## src/hw/wake_timer_pkg.sv

```systemverilog
// Constants and types for the halt auto-wakeup timer
// What this block does
// (RULE1) A halt instruction with the wake timer enable bit set enters timed halt mode.
// (RULE2) A halt instruction with the enable bit clear and active-halt disabled enters ordinary halt.
// (RULE3) In timed halt the wake RC clock runs through a fixed divider and a programmable prescaler.
// (RULE4) When the prescaled delay elapses the elapsed flag is set and a wake interrupt is raised.
// (RULE5) On wake the main oscillator starts at once and 256 or 4096 cycles pass before the CPU resumes.
// (RULE6) After stabilisation the CPU resumes by servicing the wake interrupt when the elapsed flag is set, else it returns straight to run.
// (RULE7) A read of the wake control/status register clears the elapsed flag and its interrupt.
// (RULE8) In run mode the measure select bit routes the wake RC clock to the timer input capture.
// (RULE9) Software may calibrate the prescaler by measuring the wake RC clock.
// (RULE10) Timed halt is left on any halt-exit interrupt or on reset.
// (RULE11) Entering halt forces the interrupt mask to 0, so a pending interrupt wakes at once.
// (RULE12) In halt the main oscillator is off and peripherals are unclocked.
// (RULE13) A halt with the watchdog enabled and active-halt disabled gives a watchdog reset according to the halt option bit.
package wake_timer_pkg;
   localparam int unsigned FIXED_DIV   = 16;
   localparam int unsigned STAB_SHORT  = 256;
   localparam int unsigned STAB_LONG   = 4096;
   localparam int unsigned CNT_W       = 13;
   localparam logic [7:0]  PRESC_RESET = 8'h00;
   typedef enum logic [2:0] {
      st_run    = 3'b000,
      st_halt   = 3'b001,
      st_timed  = 3'b010,
      st_stab   = 3'b011,
      st_vector = 3'b100
   } state_type;
endpackage

```

## src/hw/halt_auto_wakeup_timer.sv

```systemverilog
// Halt auto-wakeup sequencer with wake RC tick prescaling and oscillator stabilisation
`timescale 1ns/1ps
module halt_auto_wakeup_timer
   import wake_timer_pkg::*;
#(
   parameter int unsigned STAB_LONG_CYCLES = STAB_LONG
) (
   // Clock and reset
   input  wire logic       clock,
   input  wire logic       nrst,
   // CPU side
   input  wire logic       halt_exec,
   input  wire logic       csr_read,
   input  wire logic       wake_timer_enable_bit,
   input  wire logic       wake_clock_measure_select,
   input  wire logic [7:0] wake_prescaler_register,
   input  wire logic       active_halt_enable,
   input  wire logic       long_stab_select,
   input  wire logic       irq_pending,
   input  wire logic       halt_exit_irq,
   input  wire logic       watchdog_enabled,
   input  wire logic       watchdog_halt_option,
   // Wake RC clock, sampled as a synchronous tick
   input  wire logic       wake_rc_clock,
   // Outputs
   output logic            wake_elapsed_flag,
   output logic            wake_irq,
   output logic            vector_wake,
   output logic            main_osc_on,
   output logic            periph_clock_en,
   output logic            cpu_run,
   output logic            irq_mask_clear,
   output logic            watchdog_reset,
   output logic            capture_in,
   output logic [2:0]      mode
);
   localparam logic [CNT_W-1:0] SHORT_LAST = CNT_W'(STAB_SHORT - 1);
   localparam logic [CNT_W-1:0] LONG_LAST  = CNT_W'(STAB_LONG_CYCLES - 1);
   localparam logic [4:0]       DIV_LAST   = 5'(FIXED_DIV - 1);

   state_type        state_q;
   logic             rc_q;
   logic             rc_edge;
   logic [4:0]       div_q;
   logic [7:0]       presc_q;
   logic [CNT_W-1:0] stab_q;
   logic             flag_q;
   logic             wdg_q;
   logic             elapsed;
   logic             stab_done;

   assign rc_edge   = wake_rc_clock & ~rc_q;
   assign elapsed   = (state_q == st_timed) && rc_edge && (div_q == DIV_LAST)
                      && (presc_q == wake_prescaler_register); // RULE3
   assign stab_done = (state_q == st_stab) &&
                      (stab_q == (long_stab_select ? LONG_LAST : SHORT_LAST)); // RULE5

   always_ff @(posedge clock or negedge nrst) begin
      if (!nrst) begin
         rc_q <= 1'b0;
      end else begin
         rc_q <= wake_rc_clock;
      end
   end

   // Sequencer; reset leaves halt through nrst
   always_ff @(posedge clock or negedge nrst) begin // RULE10
      if (!nrst) begin
         state_q <= st_run;
      end else begin
         case (state_q)
            st_run: begin
               if (halt_exec && !irq_pending) begin // RULE11
                  if (wake_timer_enable_bit) begin
                     state_q <= st_timed; // RULE1
                  end else if (!active_halt_enable) begin
                     state_q <= st_halt; // RULE2
                  end
               end
            end
            st_halt: begin
               if (halt_exit_irq) begin
                  state_q <= st_stab; // RULE10
               end
            end
            st_timed: begin
               if (elapsed || halt_exit_irq) begin
                  state_q <= st_stab; // RULE4
               end
            end
            st_stab: begin
               if (stab_done) begin
                  state_q <= flag_q ? st_vector : st_run; // RULE6
               end
            end
            st_vector: begin
               state_q <= st_run;
            end
            default: begin
               state_q <= st_run;
            end
         endcase
      end
   end

   // Fixed divider then programmable prescaler, both cleared outside timed halt
   always_ff @(posedge clock or negedge nrst) begin // RULE3
      if (!nrst) begin
         div_q   <= 5'h00;
         presc_q <= PRESC_RESET;
      end else if (state_q != st_timed) begin
         div_q   <= 5'h00;
         presc_q <= PRESC_RESET;
      end else if (rc_edge) begin
         if (div_q == DIV_LAST) begin
            div_q   <= 5'h00;
            presc_q <= (presc_q == wake_prescaler_register) ? PRESC_RESET : presc_q + 8'h01;
         end else begin
            div_q <= div_q + 5'h01;
         end
      end
   end

   always_ff @(posedge clock or negedge nrst) begin // RULE5
      if (!nrst) begin
         stab_q <= '0;
      end else if (state_q == st_stab) begin
         stab_q <= stab_q + CNT_W'(1);
      end else begin
         stab_q <= '0;
      end
   end

   // Set wins over the read-clear
   always_ff @(posedge clock or negedge nrst) begin
      if (!nrst) begin
         flag_q <= 1'b0;
      end else if (elapsed) begin
         flag_q <= 1'b1; // RULE4
      end else if (csr_read) begin
         flag_q <= 1'b0; // RULE7
      end
   end

   always_ff @(posedge clock or negedge nrst) begin // RULE13
      if (!nrst) begin
         wdg_q <= 1'b0;
      end else begin
         wdg_q <= (state_q == st_run) && halt_exec && watchdog_enabled
                  && !watchdog_halt_option && !active_halt_enable;
      end
   end

   assign wake_elapsed_flag = flag_q;
   assign wake_irq          = flag_q; // RULE4
   assign vector_wake       = (state_q == st_vector); // RULE6
   assign main_osc_on       = (state_q != st_halt) && (state_q != st_timed); // RULE12
   assign periph_clock_en   = main_osc_on; // RULE12
   assign cpu_run           = (state_q == st_run) || (state_q == st_vector);
   assign irq_mask_clear    = (state_q == st_run) && halt_exec; // RULE11
   assign watchdog_reset    = wdg_q;
   assign capture_in        = (state_q == st_run) && wake_clock_measure_select
                              && wake_rc_clock; // RULE8
   assign mode              = state_q;

   // Checker-only counts, kept apart from the sequencer so the delay checks
   // do not simply restate the counters they are meant to judge
   logic [CNT_W-1:0] rc_seen_q;
   logic [CNT_W-1:0] stab_seen_q;

   always_ff @(posedge clock or negedge nrst) begin
      if (!nrst) begin
         rc_seen_q <= '0;
      end else if (state_q != st_timed) begin
         rc_seen_q <= '0;
      end else if (rc_edge) begin
         rc_seen_q <= rc_seen_q + CNT_W'(1);
      end
   end

   always_ff @(posedge clock or negedge nrst) begin
      if (!nrst) begin
         stab_seen_q <= '0;
      end else if (state_q == st_stab) begin
         stab_seen_q <= stab_seen_q + CNT_W'(1);
      end else begin
         stab_seen_q <= '0;
      end
   end
endmodule

```

## config.mk

```make
export PLATFORM = sky130hd
export DESIGN_NAME = halt_auto_wakeup_timer
export DESIGN_NICKNAME = d
export VERILOG_FILES = /design/src/hw/wake_timer_pkg.sv /design/src/hw/halt_auto_wakeup_timer.sv
export SDC_FILE = /design/constraint.sdc
export NUM_CORES = 1
export LEC_CHECK = 0
export BUFFER_PORTS_ARGS = -buffer_cell sky130_fd_sc_hd__buf_2
export CAP_MARGIN = 20
export CORE_UTILIZATION = 45
export CTS_BUF_LIST = sky130_fd_sc_hd__clkbuf_4 sky130_fd_sc_hd__clkbuf_8
export DETAILED_ROUTE_END_ITERATION = 8
export PLACE_DENSITY = 0.68
export SKIP_LAST_GASP = 1
export SYNTH_ARGS = -nofsm -noshare
export SYNTH_HDL_FRONTEND = slang
export SYNTH_SLANG_ARGS = --single-unit
```

## constraint.sdc

```tcl
create_clock -name clock -period 1.84 [get_ports clock]
set_input_delay 0 -clock clock [delete_from_list [all_inputs] [get_ports clock]]
set_output_delay 0 -clock clock [all_outputs]
set_load 0.02 [all_outputs]
```

# == Word level (Yosys, flattened, before mapping) ==
# Cells that the tools add are included.
# word_totals
elab_cells,68
register_bits,32
input_bits,21
out_inout_bits,12
# classes
n_reduce_logical,23
add_sub_neg,3
n_bitwise,2
n_eq_ne,14
muxes,19
# op_table
op,count
2-to-1 mux 8 bit,4
2-to-1 mux 3 bit,7
2-to-1 mux 5 bit,3
"adder 13 x 1 -> 13 bit, second input constant",1
equality test 13 x 12 -> 1 bit,1
2-to-1 mux 13 bit,1
logical AND 1 bit,12
2-to-1 mux 12 bit,1
case mux 3 bit (4 select lines),1
"adder 8 x 1 -> 8 bit, second input constant",1
equality test 8 bit,1
"equality test 3 x 2 -> 1 bit, second input constant",2
"!= test 2 bit, second input constant",3
nonzero test 2 bit,3
"adder 5 x 1 -> 5 bit, second input constant",1
"equality test 5 x 4 -> 1 bit, second input constant",1
AND reduction 5 bit,1
"equality test 3 x 1 -> 1 bit, second input constant",1
"equality test 3 bit, second input constant",1
logical NOT 1 bit,3
logical NOT 3 bit,1
"!= test 3 x 1 -> 1 bit, second input constant",1
"!= test 3 x 2 -> 1 bit, second input constant",1
"!= test 3 bit, second input constant",1
other kinds (6),8

# == Depth between registers and ports, before layout ==
# depth
word_depth,8
mapped_depth,6

# == Worst setup path after synthesis ==
# OpenSTA, ideal clock, no wires.
# synth_timing
kind,reg2reg
start,register presc_q[6]
end,register presc_q[5]
setup_ps,122
path_stages_with_launch,7
t_arrival_ps,1541
required_time_ps,1718
setup_slack_ps,178
cell_sequence,dfrtp_1 -> xor2_1 -> nor4_2 -> and2_1 -> buf_6 -> o21ai_1 -> a32o_1
# synth_via
elab_chain_cells,5
# synth_rtl
item,line,text
"start, declared",halt_auto_wakeup_timer.sv:45,logic [7:0] presc_q;
"start signal, assigned",halt_auto_wakeup_timer.sv:117,presc_q <= (presc_q == wake_prescaler_register) ? PRESC_RESET : presc_q + 8'h01;
equality test 8 bit,halt_auto_wakeup_timer.sv:117,
2-to-1 mux 8 bit,halt_auto_wakeup_timer.sv:117,
2-to-1 mux 8 bit,halt_auto_wakeup_timer.sv:115,if (div_q == DIV_LAST) begin
2-to-1 mux 8 bit,halt_auto_wakeup_timer.sv:114,end else if (rc_edge) begin
2-to-1 mux 8 bit,halt_auto_wakeup_timer.sv:111,end else if (state_q != st_timed) begin
# Every way passes these cells. The select of a mux whose other input is x is not followed.
# A chain may end at the register's enable or synchronous reset.

# == Final worst setup path ==
# layout_timing
start,register stab_q[9]
end,"register state_q[1], in the netlist mode[1]"
# layout_via
elab_chain_cells,4
# layout_rtl
item,line,text
"start, declared",halt_auto_wakeup_timer.sv:46,logic [CNT_W-1:0] stab_q;
"start signal, assigned",halt_auto_wakeup_timer.sv:128,stab_q <= stab_q + CNT_W'(1);
equality test 13 x 12 -> 1 bit,halt_auto_wakeup_timer.sv:56,(stab_q == (long_stab_select ? LONG_LAST : SHORT_LAST));
logical AND 1 bit,halt_auto_wakeup_timer.sv:55,assign stab_done = (state_q == st_stab) &&
!= test 2 bit (no source line),--,
AND reduction 5 bit (no source line),--,
"end signal, assigned",halt_auto_wakeup_timer.sv:69,state_q <= st_run;
"end signal, assigned",halt_auto_wakeup_timer.sv:75,state_q <= st_timed;
"end signal, assigned",halt_auto_wakeup_timer.sv:77,state_q <= st_halt;
"end, declared",halt_auto_wakeup_timer.sv:41,state_type state_q;
# Every way passes these cells.

==> flow_summary.ini <==
[yosys]
seq_area_frac_synth = 0.445
yosysWarnings = 0
most_numerous_cell_types_in_the_synthesized_netlist = dfrtp_1, nor2_1, xor2_1, nand2_1, o21ai_0
yosys-top-cells-area = dfrtp_1, xor2_1, nor2_1
synth.cell_area_um2 = 1800
ys_types = 46
synth_top_cell_area_share = 0.445
synth_fp_nets = 211
synth_register_bits = 32
share_of_cell_area_taken_by_muxes_after_synthesis = 0.0111
synthesis.instances = 187
post_synth.cell_area_avg_um2 = 9.63
share_of_flip_flops_with_an_asynchronous_set_or_reset = 1.00
complex_gate_fraction_of_the_synthesized_area = 0.128
synth-xor-area-share = 0.0876
synth_simple_gate_area_share = 0.275
ys.flop_type = dfrtp_1
post_synth_fa_ha_maj_area_fraction = 0.0208
synth-edff-count = 0
synth.largest_area_cell = dfrtp_1
synth_top_family_by_area = simple AND/OR/NAND/NOR gates
yosys.cell_count.top_type = dfrtp_1

[sta]
timing.clock.skew_ns = 0.00631
fmaxAchievable_mhz = 587
slew-limit-headroom = 0.529
max_slew.worst_pin.slew_ns = 0.706
layout_worst_path_cycle_share = 0.925
layout_min_cycle_time_ns = 1.70
setup_repair_after_global_routing_missed_its_margin = true
finalHoldViolCount = 0
timing_max_transition_violations_final = 0
finalSetupViolCount = 0

[floorplanning]
dieHeight_um = 65.3
ioPinCount = 33
floorplan.initialDensity = 0.481
die-width_um = 65.3
fp.dieArea_um2 = 4260
design.core.area_um2 = 3740
placementRows = 22

[final_layout]
layout.nets = 259
area.growth.synth_to_final_pct = 23.5
antenna_cells_inserted = 0
final_layout_size_suffix_gt1_frac = 0.267
instances_no_fill = 284
stdcell_area_um2 = 2220
n_fill_cell = 350

[worst_setup_path]
crit_path_start_kind = flip-flop
crit_path_top_delay_cell = or4_1
cp_max_fo = 5
critPathKind = reg2reg
timing.critical_path.arrival_ns = 1.87
critPathRequiredTime_ns = 2.01
setup.reg_to_reg.worst_slack_ns = 0.14
setup.worst_path.end_class = flip-flop
timing.critical_path.slowest_cell_delay_ns = 0.52
crit_chain = or4_1 > mux2i_1 > a21boi_1 > a311oi_1 > o21ai_0

[power]
sequential_power_share = 0.405
p_leak_uw = 0.00104
switching_power_uw = 699
power.share.switching = 0.345
internal_power_uw = 1330
power_density_nw_per_um2 = 910
vdd_ir_drop_max_mv = 0.557
share_clk_of_total_power = 0.288
power.combinational.fraction = 0.306

[cts]
cts_htree_levels = 2
tritoncts = built
clock_insertion_delay_worst_skew_ns = 0.29
root_buffer = clkbuf_8
cts.sinks = 32
clk_pin_slew_worst_paths_ns = 0.07
cts_made_buffers = 5
cts.path.max_buffers = 2

[placed_design]
port_buffers = 32
dpl-instance-area_um2 = 2060
hpwlAfterDp_um = 2640
place.gp.congestion = 0.785
placed_cells_incl_taps = 271

[drt]
remaining_antenna_violation_count = 0
dr.first_iter.drc_count = 67
drt-wirelength-per-cell_um = 12.9
viasPerCell = 5.25
detail_route.wirelength_um = 3670
route.detailed.drc = 0
first_pass_iters = 4
num_vias = 1490

[worst_hold_path]
worst_hold_path_type = in2reg

[global_routing]
antenna_violations_before_repair = 0
grt_max_degree = 33
grt_usage = 0.198
grt_first_pass_wirelength_um = 6410
gr-total-overflow = 0
number_of_global_route_vias_before_repair = 1445

[outcome]
outcome = finished, final reports clean

[flow_run]
drv.max_cap_violation_count = 0
==> per-layer routing <==
layer	up-vias	share of wire	GRT usage
met5	-	0	0
met3	5	0.035	0.0469
met2	26	0.49	0.336
met4	0	0.014	0.0734
met1	696	0.46	0.243
li1	763	-	-
==> through the flow <==
step	util	hold slack, ns	total power, uW	TNS, ns	setup WS [ns]
2_1_floorplan	-	-0.296	1260	0	0.178
3_3_place_gp	0.551	0.0928	1450	0	0.126
3_5_place_dp	0.551	0.0966	1450	0	0.114
4_1_cts	0.588	0.0156	2040	0	0.0851
5_1_grt	0.594	0.0270	2150	-0.0114	-0.0114
6_report	0.594	0.0152	2020	0	0.137
==> cells in the final DEF, fill, tap and decap left out, types with 3 or more instances in the layout <==
cell           instances
dfrtp_1               32
buf_2                 32
nor2_1                26
buf_4                 13
xor2_1                12
nand2_1                9
o21ai_0                9
nand3_1                7
and3_1                 6
xnor2_1                6
a21oi_1                6
clkbuf_8               6
nand3b_1               4
nand4_1                4
nand2b_1               4
nor3b_1                4
dlygate4sd3_1          4
inv_1                  3
nor3_1                 3
and2_1                 3
a31oi_1                3
o21ai_1                3
ha_1                   3
==> power groups by stage <==
stage	clock [uW]	sequential [uW]	combinational (uW)
after floorplan	0	828	432
after global placement	0	834	612
after detailed placement	0	834	614
after CTS	597	821	625
after global routing	628	829	698
final	583	821	620
==> layout make-up <==
| type | instances | area, um^2 | area share |
|---|---|---|---|
| inverters | 3 | 11.3 | 0.00506 |
| flip-flops and latches | 32 | 801 | 0.360 |
| clock inverters | 1 | 7.51 | 0.00338 |
| clock buffers | 7 | 90.1 | 0.0405 |
| multi-input cells | 144 | 956 | 0.430 |
| well taps | 48 | 60.1 | 0.0270 |
| repair buffers | 49 | 298 | 0.134 |
==> path summary, 6_finish.rpt <==
kind                                        from              to  cells after the start
max in group asynchronous                   nrst  watchdog_reset                      2
min in group asynchronous                   nrst        div_q[2]                      2
max                                    stab_q[9]         mode[1]                      5
min reg2reg                            stab_q[0]       stab_q[0]                      1
min                        wake_timer_enable_bit         mode[0]                      3
max reg2reg                            stab_q[9]         mode[1]                      5
==> sequential cells by signal, summed over array words and instances (netlist names) <==
| register | flops |
|---|---|
| stab_q | 13 |
| div_q | 5 |
| mode | 3 |
| watchdog_reset | 1 |
| wake_elapsed_flag | 1 |
| presc_q | 8 |
| rc_q | 1 |
==> cell families (layout without fill, tap and decap cells) <==
group / after synthesis / in the layout
AND/OR/NAND/NOR: 86 / 86
AO/OA/AOI/OAI: 35 / 35
flip-flops: 32 / 32
XOR/XNOR: 18 / 18
buffers and inverters: 11 / 60
adder cells (fa/ha/maj): 3 / 3
multiplexers: 2 / 2
==> what timing repair did <==
| item | CTS | global route |
|---|---|---|
| buffers inserted | 0 | 1 |
| endpoints found under the setup margin | 0 | 6 |
| hold buffers | 4 | 0 |
| endpoints found under the hold margin | 35 | 0 |
| gates resized for setup | 0 | 4 |
==> worst max-delay path: cells and delay by family (launching register included) <==
family / cells / cell delay [ns]
and+or+nand+nor: 1 / 0.52
AOI/OAI and AO/OA: 3 / 0.50
DFF: 1 / 0.42
muxes: 1 / 0.15
(Power assumes the default switching activity.)
